File: config.mk
export PLATFORM = sky130hd
export DESIGN_NAME = omd_decode
export DESIGN_NICKNAME = d
export VERILOG_FILES = /design/src/pkg/omd_pkg.sv /design/src/hdl/omd_cond_eval.sv /design/src/hdl/omd_decode.sv
export SDC_FILE = /design/constraint.sdc
export NUM_CORES = 1
export LEC_CHECK = 0
export ABC_AREA = 1
export BUFFER_PORTS_ARGS = -buffer_cell sky130_fd_sc_hd__buf_2
export CAP_MARGIN = 20
export CORE_ASPECT_RATIO = 0.75
export CORE_MARGIN = 2
export CORE_UTILIZATION = 40
export DETAILED_ROUTE_END_ITERATION = 10
export PLACE_DENSITY = 0.65
export SLEW_MARGIN = 40
export SYNTH_ARGS = -nofsm -noshare
export SYNTH_HDL_FRONTEND = slang
export SYNTH_SLANG_ARGS = --single-unit
File: constraint.sdc
create_clock -name clk_sys -period 2 [get_ports clk_sys]
set_clock_uncertainty 0.1 [all_clocks]
set_input_delay 0.2 -clock clk_sys [delete_from_list [all_inputs] [get_ports clk_sys]]
set_output_delay 0.2 -clock clk_sys [all_outputs]
set_load 0.05 [all_outputs]
File: src/pkg/omd_pkg.sv
// constants, modes and states shared by the operand mode decoder
package omd_pkg;

  // control register locations in the register file
  localparam logic [7:0] INT_MASK_ADDR   = 8'hFB;
  localparam logic [7:0] STAT_FLAGS_ADDR = 8'hFC;
  localparam logic [7:0] BANK_PTR_ADDR   = 8'hFD;

  // reset values of the control registers
  localparam logic [7:0] INT_MASK_RST    = 8'h00;
  localparam logic [7:0] STAT_FLAGS_RST  = 8'h00;
  localparam logic [7:0] BANK_PTR_RST    = 8'h00;

  // high nibble that marks an 8-bit operand as a working register
  localparam logic [3:0] WORK_ESC        = 4'hE;

  // flag bit positions in the status flags register
  localparam int FLAG_C = 7;
  localparam int FLAG_Z = 6;
  localparam int FLAG_S = 5;
  localparam int FLAG_V = 4;

  // condition field position in the op byte and its negate bit
  localparam int COND_LSB     = 4;
  localparam int COND_MSB     = 7;
  localparam int COND_NEG_BIT = 3;

  // base condition tests, bit 3 of the field inverts them
  localparam logic [2:0] COND_FALSE = 3'h0;
  localparam logic [2:0] COND_LT    = 3'h1;
  localparam logic [2:0] COND_LE    = 3'h2;
  localparam logic [2:0] COND_ULE   = 3'h3;
  localparam logic [2:0] COND_OV    = 3'h4;
  localparam logic [2:0] COND_MI    = 3'h5;
  localparam logic [2:0] COND_ZERO  = 3'h6;
  localparam logic [2:0] COND_CARRY = 3'h7;

  // operand addressing modes
  typedef enum logic [3:0] {
    MODE_NONE, MODE_WORK, MODE_REG, MODE_PAIR, MODE_WIND, MODE_IND,
    MODE_INDPAIR, MODE_INDEX, MODE_DIRECT, MODE_REL, MODE_IMM
  } omd_mode_t;

  // decoder sequence states
  typedef enum logic [1:0] {ST_IDLE, ST_SRC, ST_DST} omd_state_t;

endpackage : omd_pkg
File: src/hdl/omd_cond_eval.sv
// condition field test against the status flags
`timescale 1ns/1ps
module omd_cond_eval (
  // condition and flags
  input  wire logic [3:0] condField,
  input  wire logic [7:0] statusFlags,
  // result
  output logic            condTrue
);

  logic       baseTest;
  logic       sxv;

  // eight base tests, bit 3 of the field negates them
  always_comb begin
    sxv = statusFlags[omd_pkg::FLAG_S] ^ statusFlags[omd_pkg::FLAG_V];
    case (condField[2:0])
      omd_pkg::COND_FALSE: baseTest = 1'b0;
      omd_pkg::COND_LT:    baseTest = sxv;
      omd_pkg::COND_LE:    baseTest = statusFlags[omd_pkg::FLAG_Z] | sxv;
      omd_pkg::COND_ULE:   baseTest = statusFlags[omd_pkg::FLAG_C]
                                    | statusFlags[omd_pkg::FLAG_Z];
      omd_pkg::COND_OV:    baseTest = statusFlags[omd_pkg::FLAG_V];
      omd_pkg::COND_MI:    baseTest = statusFlags[omd_pkg::FLAG_S];
      omd_pkg::COND_ZERO:  baseTest = statusFlags[omd_pkg::FLAG_Z];
      omd_pkg::COND_CARRY: baseTest = statusFlags[omd_pkg::FLAG_C];
      default:             baseTest = 1'b0;
    endcase
    condTrue = baseTest ^ condField[omd_pkg::COND_NEG_BIT];
    // always-true code must pass whatever the flags hold, checked in the
    // same process so a half-updated field cannot trip it
    condAlways_a: assert (condField != 4'h8 || condTrue)
      else $error("condition 8 did not test true");
  end

endmodule : omd_cond_eval

File: src/hdl/omd_decode.sv
// operand addressing-mode decoder with the control registers
`timescale 1ns/1ps
module omd_decode #(
  parameter int PC_W = 16
) (
  // clock and reset
  input  wire logic              clk_sys,
  input  wire logic              arst_n,
  // op byte from fetch
  input  wire logic              opValid,
  input  wire logic [7:0]        opByte,
  input  wire logic [PC_W-1:0]   opPc,
  input  wire omd_pkg::omd_mode_t srcMode,
  input  wire omd_pkg::omd_mode_t dstMode,
  input  wire logic [1:0]        operandCount,
  input  wire logic [3:0]        idxSel,
  output logic                   opReady,
  // operand bytes from fetch
  input  wire logic              byteValid,
  input  wire logic [7:0]        byteData,
  output logic                   byteReady,
  // resolved operand
  output logic                   opndValid,
  output logic                   opndIsDst,
  output omd_pkg::omd_mode_t     opndMode,
  output logic [7:0]             opndAddr,
  output logic [7:0]             opndData,
  output logic                   opndIndirect,
  output logic                   opndPairOdd,
  output logic [PC_W-1:0]        relTarget,
  // condition of the current instruction
  output logic [3:0]             condField,
  output logic                   condTrue,
  // control register access from execute
  input  wire logic              cfgWrEn,
  input  wire logic [7:0]        cfgWrAddr,
  input  wire logic [7:0]        cfgWrData,
  input  wire logic [7:0]        cfgRdAddr,
  output logic [7:0]             cfgRdData,
  output logic                   cfgRdHit,
  output logic [7:0]             intMaskCtrl,
  output logic [7:0]             statusFlags,
  output logic [7:0]             workBankPointer
);

  // working register address inside the current bank
  function automatic logic [7:0] workAddr(input logic [7:0] bank,
                                          input logic [3:0] sel);
    workAddr = {bank[7:4], sel};
  endfunction : workAddr

  // full register address, escape nibble selects a working register
  function automatic logic [7:0] regAddr(input logic [7:0] bank,
                                         input logic [7:0] opnd);
    if (opnd[7:4] == omd_pkg::WORK_ESC) begin
      regAddr = workAddr(bank, opnd[3:0]);
    end else begin
      regAddr = opnd;
    end
  endfunction : regAddr

  omd_pkg::omd_state_t stateQ, stateD;
  omd_pkg::omd_mode_t  srcModeQ, srcModeD, dstModeQ, dstModeD, curMode;
  logic [3:0]          idxSelQ, idxSelD;
  logic [PC_W-1:0]     nextPcQ, nextPcD;
  logic                opndValidQ, opndValidD, opndIsDstQ, opndIsDstD;
  omd_pkg::omd_mode_t  opndModeQ, opndModeD;
  logic [7:0]          opndAddrQ, opndAddrD, opndDataQ, opndDataD;
  logic                opndIndQ, opndIndD, opndOddQ, opndOddD;
  logic [PC_W-1:0]     relTargetQ, relTargetD, relOffset;
  logic [3:0]          condFieldQ, condFieldD;
  logic                condTrueQ, condTrueD, condNow;
  logic [7:0]          intMaskQ, intMaskD, flagsQ, flagsD, bankPtrQ, bankPtrD;
  logic [7:0]          rdDataQ, rdDataD, wrFull, rdFull;
  logic                rdHitQ, rdHitD;

  // condition test on the incoming op byte
  omd_cond_eval u_cond (
    .condField   (opByte[omd_pkg::COND_MSB:omd_pkg::COND_LSB]),
    .statusFlags (flagsQ),
    .condTrue    (condNow)
  );

  // handshakes: one instruction at a time
  assign opReady   = (stateQ == omd_pkg::ST_IDLE);
  assign byteReady = (stateQ != omd_pkg::ST_IDLE);
  assign curMode   = (stateQ == omd_pkg::ST_SRC) ? srcModeQ : dstModeQ;
  assign relOffset = {{(PC_W-8){byteData[7]}}, byteData};

  // sequence and operand resolution
  always_comb begin
    stateD     = stateQ;
    srcModeD   = srcModeQ;
    dstModeD   = dstModeQ;
    idxSelD    = idxSelQ;
    nextPcD    = nextPcQ;
    condFieldD = condFieldQ;
    condTrueD  = condTrueQ;
    opndValidD = 1'b0;
    opndIsDstD = opndIsDstQ;
    opndModeD  = opndModeQ;
    opndAddrD  = opndAddrQ;
    opndDataD  = opndDataQ;
    opndIndD   = opndIndQ;
    opndOddD   = opndOddQ;
    relTargetD = relTargetQ;
    case (stateQ)
      omd_pkg::ST_IDLE: begin
        if (opValid) begin
          srcModeD   = srcMode;
          dstModeD   = dstMode;
          idxSelD    = idxSel;
          nextPcD    = opPc + PC_W'(operandCount) + PC_W'(1);
          condFieldD = opByte[omd_pkg::COND_MSB:omd_pkg::COND_LSB];
          condTrueD  = condNow;
          if (operandCount == 2'd2) begin
            stateD = omd_pkg::ST_SRC;
          end else if (operandCount == 2'd1) begin
            stateD = omd_pkg::ST_DST;
          end
        end
      end
      omd_pkg::ST_SRC, omd_pkg::ST_DST: begin
        if (byteValid) begin
          opndValidD = 1'b1;
          opndIsDstD = (stateQ == omd_pkg::ST_DST);
          opndModeD  = curMode;
          opndDataD  = byteData;
          opndIndD   = (curMode == omd_pkg::MODE_WIND)
                     | (curMode == omd_pkg::MODE_IND)
                     | (curMode == omd_pkg::MODE_INDPAIR);
          opndOddD   = ((curMode == omd_pkg::MODE_PAIR)
                     | (curMode == omd_pkg::MODE_INDPAIR))
                     & byteData[0];
          case (curMode)
            omd_pkg::MODE_WORK, omd_pkg::MODE_WIND:
              opndAddrD = workAddr(bankPtrQ, byteData[3:0]);
            omd_pkg::MODE_REG, omd_pkg::MODE_PAIR, omd_pkg::MODE_IND,
            omd_pkg::MODE_INDPAIR:
              opndAddrD = regAddr(bankPtrQ, byteData);
            omd_pkg::MODE_INDEX:
              opndAddrD = workAddr(bankPtrQ, idxSelQ);
            omd_pkg::MODE_DIRECT:
              opndAddrD = byteData;
            default:
              opndAddrD = 8'h00;
          endcase
          if (curMode == omd_pkg::MODE_REL) begin
            relTargetD = nextPcQ + relOffset;
          end
          stateD = (stateQ == omd_pkg::ST_SRC) ? omd_pkg::ST_DST
                                               : omd_pkg::ST_IDLE;
        end
      end
      default: stateD = omd_pkg::ST_IDLE;
    endcase
  end

  // sequence registers
  always_ff @(posedge clk_sys or negedge arst_n) begin
    if (!arst_n) begin
      stateQ     <= omd_pkg::ST_IDLE;
      srcModeQ   <= omd_pkg::MODE_NONE;
      dstModeQ   <= omd_pkg::MODE_NONE;
      idxSelQ    <= 4'h0;
      nextPcQ    <= '0;
      condFieldQ <= 4'h0;
      condTrueQ  <= 1'b0;
      opndValidQ <= 1'b0;
      opndIsDstQ <= 1'b0;
      opndModeQ  <= omd_pkg::MODE_NONE;
      opndAddrQ  <= 8'h00;
      opndDataQ  <= 8'h00;
      opndIndQ   <= 1'b0;
      opndOddQ   <= 1'b0;
      relTargetQ <= '0;
    end else begin
      stateQ     <= stateD;
      srcModeQ   <= srcModeD;
      dstModeQ   <= dstModeD;
      idxSelQ    <= idxSelD;
      nextPcQ    <= nextPcD;
      condFieldQ <= condFieldD;
      condTrueQ  <= condTrueD;
      opndValidQ <= opndValidD;
      opndIsDstQ <= opndIsDstD;
      opndModeQ  <= opndModeD;
      opndAddrQ  <= opndAddrD;
      opndDataQ  <= opndDataD;
      opndIndQ   <= opndIndD;
      opndOddQ   <= opndOddD;
      relTargetQ <= relTargetD;
    end
  end

  // control registers written and read through ordinary addresses
  always_comb begin
    wrFull   = regAddr(bankPtrQ, cfgWrAddr);
    rdFull   = regAddr(bankPtrQ, cfgRdAddr);
    intMaskD = intMaskQ;
    flagsD   = flagsQ;
    bankPtrD = bankPtrQ;
    if (cfgWrEn) begin
      case (wrFull)
        omd_pkg::INT_MASK_ADDR:   intMaskD = cfgWrData;
        omd_pkg::STAT_FLAGS_ADDR: flagsD   = cfgWrData;
        omd_pkg::BANK_PTR_ADDR:   bankPtrD = cfgWrData;
        default: ;
      endcase
    end
    rdHitD = 1'b1;
    case (rdFull)
      omd_pkg::INT_MASK_ADDR:   rdDataD = intMaskQ;
      omd_pkg::STAT_FLAGS_ADDR: rdDataD = flagsQ;
      omd_pkg::BANK_PTR_ADDR:   rdDataD = bankPtrQ;
      default: begin
        rdDataD = 8'h00;
        rdHitD  = 1'b0;
      end
    endcase
  end

  // control register storage
  always_ff @(posedge clk_sys or negedge arst_n) begin
    if (!arst_n) begin
      intMaskQ <= omd_pkg::INT_MASK_RST;
      flagsQ   <= omd_pkg::STAT_FLAGS_RST;
      bankPtrQ <= omd_pkg::BANK_PTR_RST;
      rdDataQ  <= 8'h00;
      rdHitQ   <= 1'b0;
    end else begin
      intMaskQ <= intMaskD;
      flagsQ   <= flagsD;
      bankPtrQ <= bankPtrD;
      rdDataQ  <= rdDataD;
      rdHitQ   <= rdHitD;
    end
  end

  // outputs
  assign opndValid       = opndValidQ;
  assign opndIsDst       = opndIsDstQ;
  assign opndMode        = opndModeQ;
  assign opndAddr        = opndAddrQ;
  assign opndData        = opndDataQ;
  assign opndIndirect    = opndIndQ;
  assign opndPairOdd     = opndOddQ;
  assign relTarget       = relTargetQ;
  assign condField       = condFieldQ;
  assign condTrue        = condTrueQ;
  assign cfgRdData       = rdDataQ;
  assign cfgRdHit        = rdHitQ;
  assign intMaskCtrl     = intMaskQ;
  assign statusFlags     = flagsQ;
  assign workBankPointer = bankPtrQ;
endmodule : omd_decode

==> results.sh, run 1 <==
export IMPL_postSynthCellCount=832
export IMPL_clock_sinks=108
export IMPL_fin_crit_sh=0.941
export IMPL_synth_enable_flop_cells=0
export IMPL_status="finished clean"
export IMPL_drv_slew=0
export IMPL_arrival_time_reported_for_the_critical_path_endpoint_ns=1.58
export IMPL_tritoncts="done"
export IMPL_cp_data_required_time_ns=1.70
export IMPL_dr_total_vias=5684
export IMPL_hold_viol=0
export IMPL_leakage_nw=4.38
export IMPL_clock_fmax_mhz=532
export IMPL_synth_top_area_frac=0.437
export IMPL_initial_utilization=0.407
export IMPL_avgSynthCellArea_um2=7.43
export IMPL_syn_area_um2=6180
export IMPL_timing_hold_worst_class="primary input to register"
export IMPL_worst_slew_pin_transition_ns=0.587
export IMPL_design_core_area_um2=15200
export IMPL_placement_io_buffers=150
export IMPL_clk_pin_slew_ns=0.07
export IMPL_rrSetupSlack_ns=0.12
export IMPL_layout_area_overhead_vs_synth_pct=28.5
export IMPL_final_setup_viol_count=0
export IMPL_die_h_um=112
export IMPL_grt_usage=0.202
export IMPL_synth_seq_area_share=0.437
export IMPL_tritoncts_num_buffers=9
export IMPL_path_max_fanout=5
export IMPL_num_rows=39
export IMPL_cts_path_max_buffers=2
export IMPL_power_per_cell_area_nw_per_um2=1450
export IMPL_ys_warn_count=0
export IMPL_worst_slew_margin_rel=0.609
export IMPL_total_power_w=0.0115
export IMPL_drt_iter0_markers=339
export IMPL_detail_route_antenna_nets=0
export IMPL_critical_path_startpoint="stateQ[0]"
export IMPL_async_flop_share=1.00
export IMPL_globalRouteOverflowTotal=0
export IMPL_hp_start="cfgRdAddr[2]"
export IMPL_io_pins=155
export IMPL_vdd_drop_max_mv=1.16
export IMPL_diodes=0
export IMPL_drt_total_wl_um=16000
export IMPL_initial_antenna_violation_count=0
export IMPL_clock_insertion_delay_worst_skew_ns=0.36
export IMPL_critical_r2r_launch="nextPcQ[0]"
export IMPL_drtPass1Iterations=5
export IMPL_final_hold_worst_slack_ns=0.0254
export IMPL_cts_htree_levels=3
export IMPL_post_dp_hpwl_um=12200
export IMPL_route_detailed_drc=0
export IMPL_synth_cell_types=43
export IMPL_cts_root_buffer="sky130_fd_sc_hd__clkbuf_16"
export IMPL_grt_setup_unrepaired="no"
export IMPL_drive_above_1_share=0.229
export IMPL_ys_flop_type="sky130_fd_sc_hd__dfrtp_1"
export IMPL_die_w_um=148
export IMPL_fp_dieArea_um2=16500
export IMPL_setup_total_negative_slack_ns=0
export IMPL_nets=1122
export IMPL_gp_routability_congestion=0.898
export IMPL_cell_type_with_the_highest_aggregate_area_in_the_netlist="sky130_fd_sc_hd__dfrtp_1"
export IMPL_ys_ff_latch=108
export IMPL_filler_cell_count=1523
export IMPL_finalWorstPathRequiredPeriod_ns=1.88
export IMPL_mappedNetlistNets=929
export IMPL_synth_top_cells_by_area="sky130_fd_sc_hd__dfrtp_1 (44%), sky130_fd_sc_hd__nand2_1 (19%), sky130_fd_sc_hd__inv_1 (6.1%), sky130_fd_sc_hd__nand3_1 (6.0%), sky130_fd_sc_hd__ha_1 (4.0%)"
export IMPL_max_cap_violations=0
export IMPL_pin_count_of_the_biggest_net_entering_global_routing=109
export IMPL_start_kind="register"
export IMPL_first_pass_grt_wire_length_um=26500
export IMPL_wl_per_cell_um=13.0
export IMPL_kind_of_critical_path="register to output port"
export IMPL_grt_pass1_vias=5164
export IMPL_crit_path_end_kind="output port"
export IMPL_viasPerCell=4.60
[metal layers]
| layer | GRT usage | routed length, um |
|---|---|---|
| met1 | 0.325 | 8610 |
| met2 | 0.269 | 6250 |
| met3 | 0.0500 | 1000 |
| met4 | 0.0455 | 178 |
| met5 | 0 | 0 |
[final timing paths]
check / to / cells past startpoint
min reg2reg: relTarget[1] / 2
min: cfgRdHit / 4
max in group asynchronous: relTarget[14] / 3
max: opReady / 4
min in group asynchronous: condField[1] / 3
max reg2reg: relTarget[6] / 9
[critical path, cell delays in order (launching register included)]
cell and delay, ns:
sky130_fd_sc_hd__dfrtp_1 0.41, sky130_fd_sc_hd__buf_4 0.15, sky130_fd_sc_hd__inv_1 0.11, sky130_fd_sc_hd__ha_1 0.26, sky130_fd_sc_hd__buf_2 0.30
[per-stage QoR]
step | util | setup slack (ns) | cells | cell area [um2]
6_report | 0.523 | 0.119 | 1235 | 7940
5_1_grt | 0.523 | 0.00260 | 1235 | 7940
4_1_cts | 0.518 | 0.0112 | 1231 | 7850
3_5_place_dp | 0.480 | -0.0805 | 1193 | 7280
3_3_place_gp | 0.480 | -0.0372 | 1193 | 7280
2_1_floorplan | - | 0.0162 | 832 | 6180
[what timing repair did]
| action | CTS | global route |
|---|---|---|
| gates resized for setup | 2 | 15 |
| gates cloned | 0 | 1 |
| endpoints found under the setup margin | 24 | 24 |
| buffers inserted | 0 | 3 |
| endpoints found under the hold margin | 130 | 0 |
| pin swaps | 0 | 2 |
| hold buffers | 22 | 0 |
[cells in the mapped netlist (all sizes together) (2+ instances only)]
| library cell | number |
|---|---|
| clkinv | 8 |
| nand3 | 75 |
| a21oi | 13 |
| nand4 | 6 |
| clkbuf | 9 |
| nor3 | 9 |
| nand2 | 330 |
| inv | 104 |
| buf | 9 |
| xor2 | 3 |
| dfrtp | 108 |
| ha | 20 |
| and2 | 3 |
| a31oi | 3 |
| o21ai | 74 |
| nor2 | 34 |
| nand3b | 4 |
| fa | 2 |
| or2 | 2 |
| xnor2 | 9 |
[layout make-up]
| class | count | area (um2) | share of cell area |
|---|---|---|---|
| multi-input combinational | 595 | 3000 | 0.378 |
| sequential | 108 | 2700 | 0.340 |
| timing repair buffer | 199 | 1210 | 0.152 |
| inverter | 112 | 428 | 0.0539 |
| tap | 205 | 256 | 0.0323 |
| clock buffer | 9 | 225 | 0.0284 |
| clock inverter | 7 | 120 | 0.0151 |
[power breakdown]
group	switching [W]	internal, W
registers	0.000427	0.00288
clock network	0.000845	0.00123
logic	0.00428	0.00188
[flip-flops by register name (all words and copies together) (netlist names), 8 cells and up]
register         count
opndData             8
statusFlags          8
nextPcQ             16
intMaskCtrl          8
workBankPointer      8
relTarget           16
opndAddr             8
cfgRdData            8
[cell families after synthesis]
family                     synth area share
DFF                                   0.437
xor gates and xnor gates             0.0170
buffers and inverters                0.0870
adders and majority gates            0.0469
AOI/OAI and AO/OA                    0.0862
and+or+nand+nor                       0.326
[layout by cell type (no fill, tap or decap), types with 5 or more instances in the layout]
| cell | synthesis | final |
|---|---|---|
| sky130_fd_sc_hd__ha_1 | 20 | 18 |
| sky130_fd_sc_hd__nor2_4 | 4 | 6 |
| sky130_fd_sc_hd__clkinv_1 | 8 | 8 |
| sky130_fd_sc_hd__nand2_1 | 321 | 318 |
| sky130_fd_sc_hd__o21ai_1 | 26 | 26 |
| sky130_fd_sc_hd__o21ai_0 | 40 | 40 |
| sky130_fd_sc_hd__nand3_1 | 74 | 74 |
| sky130_fd_sc_hd__nand2_2 | 7 | 10 |
| sky130_fd_sc_hd__xnor2_1 | 9 | 9 |
| sky130_fd_sc_hd__dfrtp_1 | 108 | 108 |
| sky130_fd_sc_hd__dlygate4sd3_1 | 0 | 22 |
| sky130_fd_sc_hd__buf_4 | 2 | 24 |
| sky130_fd_sc_hd__inv_1 | 101 | 100 |
| sky130_fd_sc_hd__a21oi_1 | 12 | 12 |
| sky130_fd_sc_hd__clkbuf_16 | 0 | 9 |
| sky130_fd_sc_hd__buf_2 | 2 | 149 |
| sky130_fd_sc_hd__nor2_1 | 26 | 26 |
| sky130_fd_sc_hd__nor3_1 | 8 | 8 |
| sky130_fd_sc_hd__o21ai_2 | 8 | 7 |
| sky130_fd_sc_hd__nand4_1 | 5 | 5 |
(Power assumes the default switching activity.)
==> run 2: changes to the inputs <==
Settings changed: CORE_ASPECT_RATIO 0.75 to 0.6.
==> run 2 against run 1 <==
  * Register-to-register slack worse by 0.02 ns
  * Combinational power about the same
  * Clock power down 20%
  * Cell area down 1.1%
  * Critical path type is now register to register
  * Largest cell class unchanged
==> results.sh, run 2 (synthesis gave the netlist of run 1 again) <==
export IMPL_nets=1125
export IMPL_p_sw_w=0.00554
export IMPL_ff2ff_path_depth=9
export IMPL_initial_antenna_violation_count=0
export IMPL_diodes=0
export IMPL_cp_data_required_time_ns=2.14
export IMPL_tritoncts_num_buffers=9
export IMPL_die_h_um=100
export IMPL_vdd_drop_max_mv=0.706
export IMPL_final_hold_worst_slack_ns=0.0533
export IMPL_crit_path_cell_trace="ha_2 > fa_2 > nand3_1 > nand2_2 > nand2_1 > nand2_1 > or2_2 > nand3_1 > nand2_1"
export IMPL_num_rows=35
export IMPL_hp_start="byteData[4]"
export IMPL_viasPerCell=4.66
export IMPL_worstReg2RegEnd="relTarget[6]"
export IMPL_critical_r2r_launch="nextPcQ[0]"
export IMPL_max_stage_delay_ns=0.40
export IMPL_cts_path_max_buffers=2
export IMPL_dr_total_vias=5761
export IMPL_layout_common_cells="sky130_fd_sc_hd__nand2_1 (317), sky130_fd_sc_hd__buf_2 (150), sky130_fd_sc_hd__dfrtp_1 (108)"
export IMPL_critPathMostFrequentCell="sky130_fd_sc_hd__nand2_1"
export IMPL_arrival_time_reported_for_the_critical_path_endpoint_ns=2.04
export IMPL_io_pins=155
export IMPL_slowest_stage="sky130_fd_sc_hd__dfrtp_1"
export IMPL_cts_root_buffer="sky130_fd_sc_hd__clkbuf_16"
export IMPL_max_cap_violations=0
export IMPL_place_worst_setup_slack_ns=-0.0705
export IMPL_grt_pass1_vias=5327
export IMPL_drt_iter0_markers=436
export IMPL_start_kind="register"
export IMPL_final_setup_viol_count=0
export IMPL_crit_family="simple AND/OR/NAND/NOR gates"
export IMPL_design_core_area_um2=15200
export IMPL_first_pass_grt_wire_length_um=27900
export IMPL_drtPass1Iterations=5
export IMPL_clock_sinks=108
export IMPL_pwr_share_seq=0.297
export IMPL_clock_insertion_delay_worst_skew_ns=0.34
export IMPL_fin_crit_sh=0.951
export IMPL_globalRouteOverflowTotal=0
export IMPL_kind_of_critical_path="register to register"
export IMPL_power_report_internal_total_w=0.00558
export IMPL_timing_hold_worst_class="primary input to register"
export IMPL_initial_utilization=0.406
export IMPL_clock_fmax_mhz=526
export IMPL_grt_setup_unrepaired="yes"
export IMPL_worst_slew_pin_transition_ns=0.442
export IMPL_finalWorstPathRequiredPeriod_ns=1.90
export IMPL_tritoncts="done"
export IMPL_filler_cell_count=1521
export IMPL_combinationalPowerShare=0.554
export IMPL_post_dp_hpwl_um=13100
export IMPL_hold_depth=3
export IMPL_share_clk_of_total_power=0.149
export IMPL_fp_dieArea_um2=16500
export IMPL_drive_above_1_share=0.230
export IMPL_wl_per_cell_um=13.9
export IMPL_crit_path_end_kind="register"
export IMPL_status="finished clean"
export IMPL_final_critical_path_setup_slack_ns=0.0973
export IMPL_path_buf_inv=0
export IMPL_detail_route_antenna_nets=0
export IMPL_hold_viol=0
export IMPL_leakage_nw=4.35
export IMPL_gp_routability_congestion=0.917
export IMPL_power_switching_fraction=0.498
export IMPL_die_w_um=165
export IMPL_cts_htree_levels=3
export IMPL_placement_io_buffers=150
export IMPL_worst_slew_margin_rel=0.704
export IMPL_path_max_fanout=4
export IMPL_pin_count_of_the_biggest_net_entering_global_routing=42
export IMPL_layout_area_overhead_vs_synth_pct=27.1
export IMPL_clk_pin_slew_ns=0.07
export IMPL_route_detailed_drc=0
export IMPL_drt_total_wl_um=17200
export IMPL_drv_slew=0
export IMPL_grt_usage=0.217
export IMPL_total_power_w=0.0111
export IMPL_rrSetupSlack_ns=0.1
export IMPL_power_per_cell_area_nw_per_um2=1410
export IMPL_mostFrequentLayoutCell="sky130_fd_sc_hd__nand2_1"
export IMPL_timing_hold_worst_endpoint="opndData[4]"
-- run 2: changes by cell type in the layout (fill, tap and decap cells not counted), sizes merged --
cell      delta
nor2         -1
bufinv       -3
clkinvlp     +1
buf          +4
inv          -2
clkbuf       +3
-- run 2: area by class of cell --
| cell class | instances | area [um2] | area share |
|---|---|---|---|
| flip-flops and latches | 108 | 2700 | 0.344 |
| well taps | 203 | 254 | 0.0323 |
| inverters | 112 | 428 | 0.0544 |
| repair buffers | 203 | 1220 | 0.156 |
| clock inverters | 3 | 23.8 | 0.00302 |
| multi-input cells | 594 | 2980 | 0.379 |
| clock buffers | 12 | 246 | 0.0314 |
-- run 2: power by group through the flow --
stage,Combinational (W),Sequential [W],Clock [W]
detailed placement,0.00595,0.00333,0
finish,0.00616,0.00330,0.00166
CTS,0.00602,0.00329,0.00171
global route,0.00684,0.00338,0.00180
global placement,0.00590,0.00332,0
floorplan,0.00297,0.00465,0
-- run 2: worst max path at each step --
stage,cells past startpoint,to,slack [ns],from
CTS,11,relTarget[5],0.02,stateQ[1]
floorplan,6,stateQ[0],0.02,stateQ[0]
global route,12,opndAddr[2],-0.01,stateQ[1]
finish,9,relTarget[6],0.1,nextPcQ[0]
global placement,11,relTarget[8],-0.03,stateQ[1]
detailed placement,11,relTarget[5],-0.07,stateQ[1]
-- run 2: layer usage --
layer | track usage | wire length, um | vias to the layer above
li1 | - | - | 3010
met1 | 0.356 | 9580 | 2573
met2 | 0.286 | 6390 | 161
met3 | 0.0426 | 988 | 17
met4 | 0.0462 | 197 | 0
met5 | 0 | 0 | -
-- run 2: what timing repair did --
item / 4_1_cts / 5_1_grt
endpoints found under the hold margin: 42 / 0
gates resized for setup: 2 / 16
setup endpoints to repair: 23 / 24
buffers inserted: 0 / 2
pin swaps: 0 / 4
gates cloned: 0 / 1
hold buffers: 22 / 0
-- run 2: stage by stage --
| stage | utilization | setup TNS [ns] | instance area [um2] | instances |
|---|---|---|---|---|
| final | 0.516 | 0 | 7860 | 1235 |
| after global routing | 0.516 | -0.0220 | 7860 | 1235 |
| after CTS | 0.511 | 0 | 7790 | 1232 |
| after detailed placement | 0.479 | -0.894 | 7300 | 1195 |
| after global placement | 0.479 | -0.329 | 7300 | 1195 |
| after floorplan | - | 0 | 6180 | 832 |
-- run 2: worst reg2reg max path, delay by kind of cell (launching register included) --
| family | cells | cell delay [ns] |
|---|---|---|
| simple gates | 7 | 0.75 |
| fa+ha+maj | 2 | 0.56 |
| flops | 1 | 0.40 |
==> run 3: changes to the inputs <==
Settings changed: ABC_AREA 1 to not set, PLACE_DENSITY 0.65 to 0.66.
==> run 3 against run 2 <==
  * The flow now finishes with violations (negative setup slack)
  * Cell count shrank 20%
  * Via count shrank 8.2%
  * Die area shrank 7.3%
  * Worst hold slack got worse by 0.039 ns
==> results.sh, run 3 <==
export IMPL_drt_total_wl_um=17100
export IMPL_cts_root_buffer="sky130_fd_sc_hd__clkbuf_16"
export IMPL_synthAdderAreaFrac=0.0508
export IMPL_critical_r2r_launch="stateQ[1]"
export IMPL_tritoncts_num_buffers=9
export IMPL_layout_common_cells="sky130_fd_sc_hd__buf_2 (149), sky130_fd_sc_hd__dfrtp_1 (103), sky130_fd_sc_hd__nand2_1 (85)"
export IMPL_pin_count_of_the_biggest_net_entering_global_routing=55
export IMPL_grt_setup_unrepaired="yes"
export IMPL_ys_warn_count=0
export IMPL_cell_type_with_the_highest_aggregate_area_in_the_netlist="sky130_fd_sc_hd__dfrtp_1"
export IMPL_dr_total_vias=5289
export IMPL_failing_checks="negative setup slack"
export IMPL_pwr_share_seq=0.261
export IMPL_io_pins=155
export IMPL_die_h_um=96.6
export IMPL_largest_family_of_logic_cells_by_synthesized_area="simple AND/OR/NAND/NOR gates"
export IMPL_final_hold_worst_slack_ns=0.0147
export IMPL_fp_dieArea_um2=15300
export IMPL_async_flop_share=1.00
export IMPL_synth_enable_flop_cells=0
export IMPL_final_setup_viol_count=16
export IMPL_cts_htree_levels=3
export IMPL_design_core_area_um2=13800
export IMPL_combinationalPowerShare=0.589
export IMPL_cts_path_max_buffers=2
export IMPL_synth_cells_most_frequent="sky130_fd_sc_hd__dfrtp_1 (108), sky130_fd_sc_hd__nand2_1 (89), sky130_fd_sc_hd__o21ai_0 (52), sky130_fd_sc_hd__mux2_2 (47)"
export IMPL_fin_crit_sh=1.08
export IMPL_synth_seq_area_share=0.473
export IMPL_synth_top_cells_by_area="sky130_fd_sc_hd__dfrtp_1 (47%), sky130_fd_sc_hd__mux2_2 (9.3%), sky130_fd_sc_hd__nand2_1 (5.8%), sky130_fd_sc_hd__o21ai_0 (4.6%), sky130_fd_sc_hd__ha_1 (4.4%)"
export IMPL_kind_of_critical_path="register to register"
export IMPL_first_pass_grt_wire_length_um=26800
export IMPL_gp_routability_congestion=0.864
export IMPL_num_rows=33
export IMPL_clock_sinks=108
export IMPL_status="complete, but fails checks"
export IMPL_crit_path_end_kind="register"
export IMPL_power_report_internal_total_w=0.00710
export IMPL_tritoncts="done"
export IMPL_yosys_area_share_xor_xnor=0.0383
export IMPL_cp_data_required_time_ns=2.16
export IMPL_arrival_time_reported_for_the_critical_path_endpoint_ns=2.32
export IMPL_hp_start="cfgWrData[3]"
export IMPL_share_clk_of_total_power=0.150
export IMPL_mostFrequentLayoutCell="sky130_fd_sc_hd__buf_2"
export IMPL_synth_most_common_cell="sky130_fd_sc_hd__dfrtp_1"
export IMPL_globalRouteOverflowTotal=0
export IMPL_synth_top_area_frac=0.473
export IMPL_layout_area_overhead_vs_synth_pct=47.3
export IMPL_clk_pin_slew_ns=0.09
export IMPL_leakage_nw=4.11
export IMPL_mappedNetlistNets=643
export IMPL_timing_hold_worst_class="primary input to register"
export IMPL_diodes=0
export IMPL_initial_utilization=0.415
export IMPL_critical_path_startpoint="stateQ[1]"
export IMPL_route_detailed_drc=0
export IMPL_die_w_um=158
export IMPL_syn_area_um2=5720
export IMPL_synth_cell_types=66
export IMPL_p_sw_w=0.00613
export IMPL_power_per_cell_area_nw_per_um2=1570
export IMPL_power_switching_fraction=0.463
export IMPL_initial_antenna_violation_count=0
export IMPL_ys_flop_type="sky130_fd_sc_hd__dfrtp_1"
export IMPL_nets=892
export IMPL_clock_insertion_delay_worst_skew_ns=0.36
export IMPL_hold_viol=0
export IMPL_postSynthCellCount=546
export IMPL_filler_cell_count=1156
export IMPL_max_cap_violations=0
export IMPL_synth_simple_gate_area_share=0.151
export IMPL_ys_ff_latch=108
export IMPL_drt_iter0_markers=287
export IMPL_avgSynthCellArea_um2=10.5
export IMPL_grt_pass1_vias=5388
export IMPL_worst_slew_margin_rel=0.702
export IMPL_drtPass1Iterations=5
export IMPL_detail_route_antenna_nets=0
export IMPL_fin_cells=992
export IMPL_post_dp_hpwl_um=12200
export IMPL_vdd_drop_max_mv=1.17
export IMPL_grt_usage=0.220
export IMPL_path_max_fanout=8
export IMPL_final_critical_path_setup_slack_ns=-0.159
export IMPL_placement_io_buffers=150
export IMPL_clock_fmax_mhz=463
export IMPL_finalWorstPathRequiredPeriod_ns=2.16
export IMPL_synth_compound_area_share=0.145
export IMPL_viasPerCell=5.33
export IMPL_start_kind="register"
export IMPL_worst_slew_pin_transition_ns=0.446
export IMPL_yosys_mux_area_fraction=0.119
export IMPL_wl_per_cell_um=17.2
export IMPL_drive_above_1_share=0.463
export IMPL_placedCellCount=937
export IMPL_drv_slew=0
==> run 3: cell count changes after synthesis, sizes merged, moves of 6 or more <==
cell | before | now
a211oi | 0 | 6
clkinv | 8 | 0
mux2i | 0 | 13
inv | 104 | 14
xor2 | 3 | 11
mux2 | 0 | 47
nand3 | 75 | 11
nand2 | 330 | 90
nor2 | 34 | 20
o21ai | 74 | 55
a21o | 0 | 7
==> run 3: metal layers <==
| metal | wire length (um) | up-vias | track usage |
|---|---|---|---|
| li1 | - | 2487 | - |
| met1 | 7640 | 2566 | 0.305 |
| met2 | 7930 | 199 | 0.342 |
| met3 | 1180 | 37 | 0.0587 |
| met4 | 335 | 0 | 0.0541 |
| met5 | 0 | - | 0 |
==> run 3: cells by family (layout without fill, tap and decap cells) <==
group | count (synthesis) | after routing
compound gates | 128 | 128
buf+inv | 30 | 284
flops | 108 | 108
simple gates | 173 | 173
mux | 60 | 60
xor+xnor | 25 | 25
fa+ha+maj | 22 | 22
==> run 3: worst paths after layout <==
| path | to | slack, ns | cells past startpoint |
|---|---|---|---|
| worst max-delay path | opndAddr[6] | -0.16 | 10 |
| worst min-delay path | workBankPointer[3] | 0.01 | 2 |
| worst max register to register | opndAddr[6] | -0.16 | 10 |
| worst min register to register | opndData[7] | 0.38 | 2 |
| max in group asynchronous | opndMode[2] | 0.88 | 3 |
| min in group asynchronous | relTarget[1] | 0.21 | 2 |
==> run 3: final cells by class <==
cell class              count  area, um2  area share
multi-input cells         408       3320       0.394
flip-flops and latches    108       2710       0.322
repair buffers            254       1760       0.209
well taps                 192        240      0.0285
clock buffers               9        225      0.0268
clock inverters             7        118      0.0140
inverters                  14       52.6     0.00624
==> run 3: stage by stage <==
stage                util  setup TNS, ns  power, W  worst slack (ns)  area (um2)
floorplan               -         -0.472   0.00759           -0.0590        5740
global placement    0.522          -2.11   0.00951            -0.195        7200
detailed placement  0.522          -3.89   0.00970            -0.288        7200
CTS                 0.588         -0.663    0.0124            -0.138        8110
global route        0.610          -2.56    0.0140            -0.222        8420
finish              0.610          -1.32    0.0132            -0.159        8420
==> run 3: timing repair <==
action	CTS	global route
gates resized for setup	61	46
hold buffers	18	0
cloned	1	2
endpoints found under the hold margin	44	0
pin swaps	31	30
buffers inserted	11	9
setup endpoints to repair	25	25
==> run 3: critical path, cell delays in order (launching register included) <==
cell and delay (ns):
sky130_fd_sc_hd__dfrtp_1 0.40, sky130_fd_sc_hd__inv_2 0.09, sky130_fd_sc_hd__ha_4 0.18, sky130_fd_sc_hd__buf_12 0.14, sky130_fd_sc_hd__buf_6 0.10, sky130_fd_sc_hd__mux2i_4 0.28
sky130_fd_sc_hd__buf_12 0.15, sky130_fd_sc_hd__a21oi_4 0.05, sky130_fd_sc_hd__o221ai_2 0.22, sky130_fd_sc_hd__a22oi_1 0.13, sky130_fd_sc_hd__o31ai_1 0.21
==> run 3: power by group through the flow <==
stage | registers (W) | clock network [W] | logic (W)
final | 0.00346 | 0.00198 | 0.00780
after global routing | 0.00354 | 0.00209 | 0.00835
after CTS | 0.00342 | 0.00202 | 0.00700
after detailed placement | 0.00342 | 0 | 0.00629
after global placement | 0.00338 | 0 | 0.00613
after floorplan | 0.00481 | 0 | 0.00277
